===== src/inc/bpst_pkg.sv =====
// shared constants and types of the burst power sampler and trigger block
package bpst_pkg;
    // ------------------------------------------------------------
    // timing
    // ------------------------------------------------------------
    localparam int CLK_MHZ = 100;
    localparam int SAMPLE_NS = 100;
    localparam int SAMPLE_CYC = CLK_MHZ * SAMPLE_NS / 1000;
    localparam int BIN_US = 75;
    localparam int BIN_SAMPLES = BIN_US * 1000 / SAMPLE_NS;
    localparam logic [3:0] SAMPLE_LAST = 4'(SAMPLE_CYC - 1);
    localparam logic [9:0] BIN_LAST = 10'(BIN_SAMPLES - 1);
    localparam logic [2:0] CAP_LAST = 3'h5;
    localparam logic [2:0] BIN_DROPPED = 3'h0;
    // divide by five as multiply and shift, exact below 2**22
    localparam logic [19:0] DIV5_MUL = 20'hCCCCD;
    localparam int DIV5_SHIFT = 22;
    // frame trigger counted in quarter bits, 156.25 bits per slot
    localparam logic [12:0] QB_PER_SLOT = 13'h271;
    localparam int QB_BIT_SHIFT = 2;
    localparam logic [2:0] SLOT_MAX = 3'h7;
    localparam logic [7:0] BIT_OFFSET_MAX = 8'h9C;
    // ------------------------------------------------------------
    // registers (byte addresses)
    // ------------------------------------------------------------
    localparam logic [4:0] REG_CTRL = 5'h00;
    localparam logic [4:0] REG_FRAME_POS = 5'h04;
    localparam logic [4:0] REG_TRIG_DELAY = 5'h08;
    localparam logic [4:0] REG_QUAL_LEVEL = 5'h0C;
    localparam logic [4:0] REG_RESULT = 5'h10;
    localparam logic [4:0] REG_HW_STATUS1 = 5'h14;
    localparam logic [4:0] REG_EXPECT_LEVEL = 5'h18;
    localparam logic [4:0] REG_STATUS = 5'h1C;
    localparam int CTRL_FTRIG_EN = 0;
    localparam int CTRL_RF_RISE = 1;
    localparam int CTRL_PULSE = 2;
    localparam int HW1_OVERPOWER = 5;
    localparam int RESULT_VALID = 31;
    localparam int FPOS_SLOT_LSB = 8;
    localparam logic [2:0] CTRL_RESET = 3'h0;
    localparam logic [19:0] TRIG_DELAY_RESET = 20'h00000;
    localparam logic [15:0] QUAL_RESET = 16'h0000;
    localparam logic [15:0] EXPECT_RESET = 16'hFFFF;
    // ------------------------------------------------------------
    // types
    // ------------------------------------------------------------
    typedef logic [15:0] bpst_power_t;
    typedef struct packed {
        bpst_power_t max;
        bpst_power_t min;
    } bpst_bin_s;
    typedef struct packed {
        logic [2:0] slot;
        logic [7:0] trigger_bit_offset;
    } bpst_fpos_s;
    typedef enum logic [2:0] {
        ST_IDLE = 3'b000,
        ST_DELAY = 3'b001,
        ST_ALIGN = 3'b010,
        ST_CAPTURE = 3'b011,
        ST_DONE = 3'b100
    } bpst_state_e;
endpackage


===== src/core/bpst_bin.sv =====
// free-running sampler gathering min and max power per bin
`timescale 1ns/100ps
`default_nettype none
module bpst_bin
    import bpst_pkg::*;
(
    input wire logic clk,
    input wire logic reset,
    input wire bpst_pkg::bpst_power_t power,
    output logic strobe,
    output logic bin_done,
    output bpst_pkg::bpst_bin_s bin
);
    typedef struct packed {
        logic [3:0] div;
        logic [9:0] cnt;
        bpst_bin_s run;
        bpst_bin_s out;
        logic done;
        logic stb;
    } bpst_bin_state_s;

    bpst_bin_state_s s_q;
    bpst_bin_state_s s_d;

    always_comb
    begin
        s_d = s_q;
        s_d.done = 1'b0;
        // never gated by triggers: sampling runs free
        s_d.stb = (s_q.div == SAMPLE_LAST); // RULE1
        s_d.div = s_d.stb ? 4'h0 : s_q.div + 4'h1; // RULE1
        if (s_q.stb)
        begin
            if (s_q.cnt == 10'h000)
            begin
                s_d.run.max = power; // RULE17
                s_d.run.min = power; // RULE17
            end
            else
            begin
                if (power > s_q.run.max)
                    s_d.run.max = power; // RULE2
                if (power < s_q.run.min)
                    s_d.run.min = power; // RULE2
            end
            if (s_q.cnt == BIN_LAST)
            begin
                s_d.cnt = 10'h000;
                s_d.done = 1'b1; // RULE2
                s_d.out = s_d.run;
            end
            else
                s_d.cnt = s_q.cnt + 10'h001;
        end
    end

    always_ff @(posedge clk)
    begin
        if (reset)
            s_q <= '0;
        else
            s_q <= s_d;
    end

    assign strobe = s_q.stb;
    assign bin_done = s_q.done;
    assign bin = s_q.out;

    property p_rate;
        @(posedge clk) disable iff (reset)
        s_q.stb |=> (!s_q.stb)[*8] ##1 !s_q.stb ##1 s_q.stb;
    endproperty
    a_rate: assert property (p_rate) // RULE1
        else $error("sample strobe not every ten clocks");

    property p_clear;
        @(posedge clk) disable iff (reset)
        (s_q.stb && s_q.cnt == 10'h000) |=>
            (s_q.run.max == $past(power) && s_q.run.min == $past(power));
    endproperty
    a_clear: assert property (p_clear) // RULE17
        else $error("bin extremes not restarted at first sample");

    property p_bin_len;
        @(posedge clk) disable iff (reset)
        s_q.done |-> (s_q.cnt == 10'h000 && $past(s_q.cnt) == BIN_LAST);
    endproperty
    a_bin_len: assert property (p_bin_len) // RULE2
        else $error("bin closed at wrong sample count");
endmodule
`default_nettype wire


===== src/core/bpst_frame_trig.sv =====
// per-frame trigger at a programmed slot and bit position
`timescale 1ns/100ps
`default_nettype none
module bpst_frame_trig
    import bpst_pkg::*;
(
    input wire logic clk,
    input wire logic reset,
    input wire logic enable,
    input wire bpst_pkg::bpst_fpos_s pos,
    input wire logic frame_start,
    input wire logic qbit_tick,
    output logic frame_trig
);
    typedef struct packed {
        logic [12:0] qcount;
        logic fire;
    } bpst_ft_state_s;

    bpst_ft_state_s s_q;
    bpst_ft_state_s s_d;
    logic [12:0] target;

    // nominal 156.25-bit slots: exact 625 quarter bits per slot, so no slot
    // fires early; each trigger lands on its nominal quarter bit
    always_comb
    begin
        target = 13'(pos.slot * QB_PER_SLOT) // RULE12
            + 13'({pos.trigger_bit_offset, 2'b00}); // RULE10
    end

    always_comb
    begin
        s_d = s_q;
        s_d.fire = 1'b0;
        if (frame_start)
            s_d.qcount = 13'h0000; // RULE10
        else if (qbit_tick)
        begin
            s_d.qcount = s_q.qcount + 13'h0001;
            s_d.fire = enable && (s_q.qcount == target); // RULE8
        end
    end

    always_ff @(posedge clk)
    begin
        if (reset)
            s_q <= '0;
        else
            s_q <= s_d;
    end

    assign frame_trig = s_q.fire;

    property p_fire;
        @(posedge clk) disable iff (reset)
        (enable && qbit_tick && !frame_start && s_q.qcount == target)
            |=> frame_trig;
    endproperty
    a_fire: assert property (p_fire) // RULE8
        else $error("frame trigger missed its position");

    property p_no_stray;
        @(posedge clk) disable iff (reset)
        frame_trig |-> $past(enable) && $past(s_q.qcount) == $past(target);
    endproperty
    a_no_stray: assert property (p_no_stray) // RULE12
        else $error("frame trigger at wrong position");
endmodule
`default_nettype wire


===== src/core/bpst_top.sv =====
// peak burst power measurement with frame and delayed trigger outputs
//
// The implementer's own choices: the Avalon-MM register port and the placing of the registers.
`timescale 1ns/100ps
`default_nettype none
// What this block does
// RULE1 - sample detected power continuously at 10 MHz, never paused
// RULE2 - 75 us bins of 750 samples keep their max and min
// RULE3 - on a burst trigger save the next six completed bins
// RULE4 - first saved bin starts up to one bin after the trigger
// RULE5 - the first saved bin is dropped from the result
// RULE6 - results below the qualification level are discarded
// RULE7 - report the average of bins one to five
// RULE8 - frame trigger enabled fires once every frame until cleared
// RULE9 - frame position: slot digit at most 7, bit offset at most 9C
// RULE10 - position counts from bit zero of slot zero, downlink timing
// RULE11 - user allows 4.7 bit modulator delay and rounds to whole bits
// RULE12 - frame trigger early by 0, .75, .5, .25 bit per slot pair; the code fires at the nominal 625 quarter-bit slot position
// RULE13 - burst trigger waits programmed delay, then measures and toggles
// RULE14 - delayed trigger output toggles only when a measurement starts
// RULE15 - overpower in pulse mode sets bit 5 of hardware status one
// RULE16 - in envelope-rise mode the delay runs from the rising edge
// RULE17 - bin max and min restart at the start of every bin
// RULE18 - triggers during a six-bin capture are ignored
module bpst_top
    import bpst_pkg::*;
(
    input wire logic clk,
    input wire logic reset,
    input wire logic [4:0] avs_address,
    input wire logic avs_read,
    input wire logic avs_write,
    input wire logic [31:0] avs_writedata,
    input wire logic [3:0] avs_byteenable,
    output logic [31:0] avs_readdata,
    output logic avs_waitrequest,
    input wire bpst_pkg::bpst_power_t power_in,
    input wire logic burst_trig,
    input wire logic rf_rise_trig,
    input wire logic frame_start,
    input wire logic qbit_tick,
    output logic frame_trig_out,
    output logic meas_trig_out
);
    typedef struct packed {
        bpst_state_e state;
        logic [19:0] dly_cnt;
        logic [2:0] bin_idx;
        logic [18:0] sum;
        bpst_power_t result;
        logic result_valid;
        logic [7:0] discard_cnt;
        logic meas_trig;
        logic [2:0] ctrl;
        bpst_fpos_s fpos;
        logic [19:0] trig_delay;
        bpst_power_t qual;
        bpst_power_t expect_lvl;
        logic overpower;
        logic waitreq;
        logic [31:0] rdata;
    } bpst_top_state_s;

    bpst_top_state_s s_q;
    bpst_top_state_s s_d;
    logic strobe;
    logic bin_done;
    bpst_bin_s bin;
    logic trig;
    logic [39:0] product;
    bpst_power_t avg;
    logic acc_taken;
    logic [31:0] wmask;
    logic [31:0] wval;

    // ------------------------------------------------------------
    // sampler and frame trigger
    // ------------------------------------------------------------
    bpst_bin u_bin (
        .clk(clk),
        .reset(reset),
        .power(power_in),
        .strobe(strobe),
        .bin_done(bin_done),
        .bin(bin)
    );

    bpst_frame_trig u_frame (
        .clk(clk),
        .reset(reset),
        .enable(s_q.ctrl[CTRL_FTRIG_EN]),
        .pos(s_q.fpos),
        .frame_start(frame_start),
        .qbit_tick(qbit_tick),
        .frame_trig(frame_trig_out)
    );

    // ------------------------------------------------------------
    // measurement sequence
    // ------------------------------------------------------------
    always_comb
    begin
        trig = s_q.ctrl[CTRL_RF_RISE] ? rf_rise_trig : burst_trig; // RULE16
        product = 40'(s_q.sum) * 40'(DIV5_MUL);
        avg = 16'(product >> DIV5_SHIFT); // RULE7
        acc_taken = !s_q.waitreq && (avs_read || avs_write);
        wmask = {{8{avs_byteenable[3]}}, {8{avs_byteenable[2]}},
                 {8{avs_byteenable[1]}}, {8{avs_byteenable[0]}}};
        wval = '0;
        unique case (avs_address)
            REG_CTRL: wval = 32'(s_q.ctrl);
            REG_FRAME_POS: wval = 32'(s_q.fpos);
            REG_TRIG_DELAY: wval = 32'(s_q.trig_delay);
            REG_QUAL_LEVEL: wval = 32'(s_q.qual);
            REG_EXPECT_LEVEL: wval = 32'(s_q.expect_lvl);
            default: wval = '0;
        endcase
        wval = (wval & ~wmask) | (avs_writedata & wmask);
    end

    always_comb
    begin
        s_d = s_q;
        unique case (s_q.state)
            ST_IDLE:
            begin
                if (trig)
                begin
                    s_d.state = ST_DELAY; // RULE13
                    s_d.dly_cnt = 20'h00000;
                end
            end
            ST_DELAY:
            begin
                // triggers here are ignored as well
                if (s_q.dly_cnt == s_q.trig_delay)
                begin
                    s_d.state = ST_ALIGN; // RULE13
                    s_d.meas_trig = !s_q.meas_trig; // RULE14
                end
                else
                    s_d.dly_cnt = s_q.dly_cnt + 20'h00001;
            end
            ST_ALIGN:
            begin
                // the partial bin running at start is skipped
                if (bin_done)
                begin
                    s_d.state = ST_CAPTURE; // RULE4
                    s_d.bin_idx = 3'h0;
                    s_d.sum = '0;
                end
            end
            ST_CAPTURE:
            begin
                if (bin_done)
                begin
                    if (s_q.bin_idx != BIN_DROPPED)
                        s_d.sum = s_q.sum + 19'(bin.max); // RULE5
                    if (s_q.bin_idx == CAP_LAST)
                        s_d.state = ST_DONE; // RULE3
                    else
                        s_d.bin_idx = s_q.bin_idx + 3'h1; // RULE18
                end
            end
            ST_DONE:
            begin
                s_d.state = ST_IDLE;
                if (avg < s_q.qual)
                    s_d.discard_cnt = s_q.discard_cnt + 8'h01; // RULE6
                else
                begin
                    s_d.result = avg; // RULE7
                    s_d.result_valid = 1'b1;
                end
            end
            default: s_d.state = ST_IDLE;
        endcase

        // ------------------------------------------------------------
        // register bus: one wait state, answer at the following edge
        // ------------------------------------------------------------
        s_d.waitreq = !((avs_read || avs_write) && s_q.waitreq);
        s_d.rdata = '0;
        if ((avs_read || avs_write) && s_q.waitreq)
        begin
            unique case (avs_address)
                REG_CTRL: s_d.rdata = 32'(s_q.ctrl);
                REG_FRAME_POS: s_d.rdata = 32'(s_q.fpos);
                REG_TRIG_DELAY: s_d.rdata = 32'(s_q.trig_delay);
                REG_QUAL_LEVEL: s_d.rdata = 32'(s_q.qual);
                REG_RESULT: s_d.rdata = {s_q.result_valid, 15'h0000,
                                         s_q.result};
                REG_HW_STATUS1: s_d.rdata = 32'(s_q.overpower)
                                            << HW1_OVERPOWER;
                REG_EXPECT_LEVEL: s_d.rdata = 32'(s_q.expect_lvl);
                REG_STATUS: s_d.rdata = {21'h000000, s_q.discard_cnt,
                                         s_q.state};
                default: s_d.rdata = '0;
            endcase
        end
        if (acc_taken && avs_write)
        begin
            unique case (avs_address)
                REG_CTRL: s_d.ctrl = wval[2:0]; // RULE8
                // limits are the writer's duty; out-of-range slots
                // simply never match within a frame
                REG_FRAME_POS: s_d.fpos = wval[10:0]; // RULE9
                REG_TRIG_DELAY: s_d.trig_delay = wval[19:0];
                REG_QUAL_LEVEL: s_d.qual = wval[15:0];
                REG_EXPECT_LEVEL: s_d.expect_lvl = wval[15:0];
                REG_HW_STATUS1:
                    if (avs_writedata[HW1_OVERPOWER]
                        && avs_byteenable[0])
                        s_d.overpower = 1'b0;
                default: s_d.overpower = s_d.overpower;
            endcase
        end
        // a result landing with the clearing read keeps its flag: set wins
        else if (acc_taken && avs_address == REG_RESULT
                 && !(s_q.state == ST_DONE && avg >= s_q.qual))
            s_d.result_valid = 1'b0;
        // set after clear so a coincident event wins
        if (s_q.ctrl[CTRL_PULSE] && strobe && s_q.state == ST_CAPTURE
            && power_in > s_q.expect_lvl)
            s_d.overpower = 1'b1; // RULE15
    end

    always_ff @(posedge clk)
    begin
        if (reset)
        begin
            s_q <= '0;
            s_q.state <= ST_IDLE;
            s_q.ctrl <= CTRL_RESET;
            s_q.trig_delay <= TRIG_DELAY_RESET;
            s_q.qual <= QUAL_RESET;
            s_q.expect_lvl <= EXPECT_RESET;
            s_q.waitreq <= 1'b1;
        end
        else
            s_q <= s_d;
    end

    assign avs_readdata = s_q.rdata;
    assign avs_waitrequest = s_q.waitreq;
    assign meas_trig_out = s_q.meas_trig;

    // ------------------------------------------------------------
    // checks
    // ------------------------------------------------------------
    property p_toggle_start;
        @(posedge clk) disable iff (reset)
        (s_q.state == ST_DELAY && s_q.dly_cnt == s_q.trig_delay)
            |=> (meas_trig_out != $past(meas_trig_out))
                && s_q.state == ST_ALIGN;
    endproperty
    a_toggle_start: assert property (p_toggle_start) // RULE13
        else $error("measurement start did not toggle the output");

    property p_toggle_only;
        @(posedge clk) disable iff (reset)
        (meas_trig_out != $past(meas_trig_out)) |-> s_q.state == ST_ALIGN;
    endproperty
    a_toggle_only: assert property (p_toggle_only) // RULE14
        else $error("delayed trigger toggled outside measurement start");

    property p_ignore;
        @(posedge clk) disable iff (reset)
        (s_q.state == ST_CAPTURE && trig && !bin_done)
            |=> s_q.state == ST_CAPTURE && $stable(s_q.bin_idx);
    endproperty
    a_ignore: assert property (p_ignore) // RULE18
        else $error("trigger disturbed a running capture");

    property p_drop_first;
        @(posedge clk) disable iff (reset)
        (s_q.state == ST_CAPTURE && bin_done && s_q.bin_idx == BIN_DROPPED)
            |=> s_q.sum == 19'h00000;
    endproperty
    a_drop_first: assert property (p_drop_first) // RULE5
        else $error("first bin entered the sum");

    property p_qual;
        @(posedge clk) disable iff (reset)
        (s_q.state == ST_DONE && avg < s_q.qual)
            |=> $stable(s_q.result) && s_q.state == ST_IDLE;
    endproperty
    a_qual: assert property (p_qual) // RULE6
        else $error("unqualified result was reported");

    property p_average;
        @(posedge clk) disable iff (reset)
        (s_q.state == ST_DONE && avg >= s_q.qual)
            |=> s_q.result == 16'($past(s_q.sum) / 19'h00005)
                && s_q.result_valid;
    endproperty
    a_average: assert property (p_average) // RULE7
        else $error("result is not the five-bin average");

    property p_overpower;
        @(posedge clk) disable iff (reset)
        (s_q.ctrl[CTRL_PULSE] && strobe && s_q.state == ST_CAPTURE
            && power_in > s_q.expect_lvl) |=> s_q.overpower;
    endproperty
    a_overpower: assert property (p_overpower) // RULE15
        else $error("overpower flag not set");

    property p_six_bins;
        @(posedge clk) disable iff (reset)
        (s_q.state == ST_CAPTURE && bin_done && s_q.bin_idx == CAP_LAST)
            |=> s_q.state == ST_DONE;
    endproperty
    a_six_bins: assert property (p_six_bins) // RULE3
        else $error("capture did not end after six bins");
endmodule
`default_nettype wire


===== config.mk =====
export PLATFORM = sky130hd
export DESIGN_NAME = bpst_top
export DESIGN_NICKNAME = d
export VERILOG_FILES = /design/src/inc/bpst_pkg.sv /design/src/core/bpst_bin.sv /design/src/core/bpst_frame_trig.sv /design/src/core/bpst_top.sv
export SDC_FILE = /design/constraint.sdc
export NUM_CORES = 1
export LEC_CHECK = 0
export BUFFER_PORTS_ARGS = -buffer_cell sky130_fd_sc_hd__buf_4
export CORE_MARGIN = 2
export CORE_UTILIZATION = 40
export CTS_BUF_LIST = sky130_fd_sc_hd__clkbuf_8
export DETAILED_ROUTE_END_ITERATION = 6
export PLACE_DENSITY = 0.63
export SETUP_SLACK_MARGIN = 0.1
export SLEW_MARGIN = 20
export SYNTH_ARGS = -nofsm -noshare
export SYNTH_HDL_FRONTEND = slang
export SYNTH_SLANG_ARGS = --single-unit

===== constraint.sdc =====
create_clock -name clk -period 14.8 [get_ports clk]
set_clock_uncertainty 0.15 [all_clocks]
set_input_delay 1.48 -clock clk [delete_from_list [all_inputs] [get_ports clk]]
set_output_delay 1.48 -clock clk [all_outputs]
set_load 0.02 [all_outputs]

==> results.cfg <==
[outcome]
status = finished, final reports clean

[sta]
max_freq_ghz = 0.111
finalCritPeriodShare_pct = 61.0
grt_setup_unrepaired = false
setup_viol = 0
maxSlewViolCount = 0
slew_headroom_pct = 32.8
setup_tns_ps = 0
final.min_clock_period_ps = 9030
hold_viol = 0
worst_pin_slew_ps = 1010

[clock_network]
root_buffer = clkbuf_8
h-tree-depth = 2
holdBufCountCts = 0
cts_setup_buffers = 0
cts_tree = yes
cts_buffers = 38
cts.path.max_buffers = 3
cts.clk_slew.worst_paths_ps = 60
cts-resized-gates = 0
clock_sinks = 222
clock_latency_ps = 580

[final_layout]
multi_input_area_um2 = 11300
layout.area.seq_um2 = 4440
fin_nets = 2412
layout-drive-gt1-share_pct = 8.50
antenna_cells = 0
stdcell_count = 2631
syn_to_final_growth_pct = 9.82
fill_cells = 4193

[floorplan]
io-pin-count = 100
fp.dieArea_um2 = 45000
rows = 76
die_w_um = 212
start_util_pct = 40.4
fp.dieH_um = 212
core_region_area_um2 = 42900

[critical_path]
cp_top_family = adder cells
slowest_stage = nand3_1
critPathRequiredTime_ps = 15150
cpPeakStageDelay_ps = 650
critPathCaptureType = flop
cp_max_fo = 15
cp.arrival_ps = 9380
crit_buf_inv = 6
crit_top_cell = inv_1
critPathKind = flop to flop
startpoint_type = flop

[synth]
seq_area_frac_synth_pct = 25.7
avgSynthCellArea_um2 = 8.73
yosys_most_used_dff = dfxtp_1
synth.area.top_cells = dfxtp_1 26%, ha_1 16%, fa_1 12%, inv_1 6.4%, nor2_1 4.4%
yosys.area.top_type_share_pct = 25.7
synthesis.area_um2 = 17300
async_flop_share_pct = 0
synthDistinctLibCells = 71
synth_edf_count = 0
yosys_warnings = 0
synth_most_common_cell = inv_1
ys_seq_elements = 222
netlist_instances = 1983
synthTopCellsByCount = 294 x inv_1, 225 x ha_1, 222 x dfxtp_1
yosys.area.top_type = dfxtp_1

[drt]
vias_per_cell = 5.17
post_drt_wl_per_cell_um = 16.6
route.detailed.drc = 0
dr_total_vias = 13600
postRouteAntennaNets = 0
first_pass_iters = 5
routed_wirelength_um = 43600
first_iter_violations = 816

[placement]
hpwl_um = 34600
dp_cells = 2564
gp_congestion = 0.895
port_buffers = 75

[power]
swShare_pct = 27.1
leakagePower_nw = 9.50
power_density_nw_per_um2 = 68.3
ir_worst_vdd_v = 0.0000725
seqPwrFrac_pct = 47.8
p_clk_share_pct = 43.0
internal_power_uw = 946
pwr-share-comb_pct = 9.2
p_switching_uw = 352

[grt]
grt_antenna_before_repair = 0
grt_pass1_wl_um = 70900
grt_max_degree = 58
grt_overflow = 0
grtUsageTotal_pct = 19.7
grt_pass1_vias = 13600

[hold_path]
hold_class = flop to flop

[job]
cap_violations = 0
## worst paths after layout
check | startpoint | slack, ps | endpoint | cells after the start
worst max-delay path | s_q[137]$_SDFFE_PP0P_ | 5770 | s_q[124]$_SDFFE_PP0P_ | 30
worst max register to register | s_q[137]$_SDFFE_PP0P_ | 5770 | s_q[124]$_SDFFE_PP0P_ | 30
worst min-delay path | s_q[116]$_SDFFE_PP0P_ | 320 | s_q[116]$_SDFFE_PP0P_ | 2
worst min register to register | s_q[116]$_SDFFE_PP0P_ | 320 | s_q[116]$_SDFFE_PP0P_ | 2
## worst register-to-register path, delay by kind of cell (launching register included)
| family | cells | cell delay [ps] |
|---|---|---|
| adders and majority gates | 8 | 3560 |
| and+or+nand+nor | 8 | 2550 |
| AOI/OAI and AO/OA | 7 | 1580 |
| DFF | 1 | 500 |
| buffers and inverters | 6 | 430 |
| xor gates and xnor gates | 1 | 190 |
## through the flow
stage | setup WS (ps) | utilization (%) | power [mW] | cell area, µm² | hold WS, ps
after floorplan | 7350 | - | 0.708 | 17400 | 275
after global placement | 5920 | 42.5 | 0.750 | 18200 | 296
after detailed placement | 5800 | 42.5 | 0.752 | 18200 | 302
after CTS | 5800 | 44.3 | 1.31 | 19000 | 317
after global routing | 5310 | 44.3 | 1.35 | 19000 | 340
final | 5770 | 44.3 | 1.30 | 19000 | 320
## cells by family (layout without fill, tap and decap cells)
family                     after synthesis  in the layout  synth area share, %
DFF                                    222            222                 25.7
other                                    1             11               0.0217
AOI/OAI and AO/OA                      371            371                 14.5
adders and majority gates              328            328                 28.2
buffers and inverters                  393            446                 9.29
muxes                                   58             58                 3.38
xor gates and xnor gates               110            110                 5.61
and+or+nand+nor                        500            500                 13.4
## state kept, by name (all words and copies together) (netlist names)
signal and count:
avs_waitrequest 1, u_bin.bin_done 1, u_frame.s_q 13, meas_trig_out 1, s_q 137, avs_readdata 21
u_bin.strobe 1, u_bin.bin 16, u_bin.s_q 30, u_frame.frame_trig 1
## cell type report
type / instances / area share (%)
sequential: 222 / 23.4
tap: 585 / 3.85
clock buffer: 49 / 3.55
timing repair buffer: 85 / 3.36
clock inverter: 18 / 0.474
inverter: 294 / 5.80
multi-input combinational: 1378 / 59.6
## power groups by stage
stage,combinational (mW),clock (mW),sequential [mW]
finish,0.119,0.558,0.621
global route,0.132,0.597,0.622
detailed placement,0.118,0,0.634
CTS,0.119,0.574,0.620
floorplan,0.0841,0,0.624
global placement,0.116,0,0.634
## cells in the final DEF (no fill, tap or decap), types with 6 or more instances in the layout
master / netlist / layout
nor4_1: 14 / 13
nor3_1: 17 / 15
fa_1: 103 / 103
dfxtp_1: 222 / 222
o211ai_1: 19 / 19
nand3_1: 55 / 55
a221oi_1: 13 / 13
a211oi_1: 64 / 64
clkbuf_8: 0 / 49
or2_2: 8 / 8
and2_1: 9 / 9
a22oi_1: 25 / 25
buf_4: 33 / 85
conb_1: 1 / 11
ha_1: 225 / 225
inv_1: 294 / 305
a31oi_1: 7 / 7
xnor2_1: 45 / 45
o21ai_0: 44 / 44
nand4_1: 26 / 26
a21o_1: 41 / 41
o22ai_1: 8 / 8
o21bai_1: 6 / 6
nand2_1: 100 / 100
nand2b_1: 8 / 8
xor2_1: 64 / 64
and4_1: 7 / 7
mux2i_1: 54 / 54
or3_1: 15 / 15
o21a_1: 10 / 10
a21oi_1: 96 / 95
nor2_1: 205 / 205
and3_1: 14 / 14
## routing by layer
| metal | vias up | GRT usage, % | part of all wire, % |
|---|---|---|---|
| met3 | 74 | 2.33 | 3.9 |
| li1 | 6773 | - | - |
| met1 | 6490 | 25.7 | 45 |
| met2 | 276 | 33.9 | 48 |
| met4 | 0 | 6.65 | 3.0 |
| met5 | - | 0 | 0 |
(Power assumes the default switching activity.)
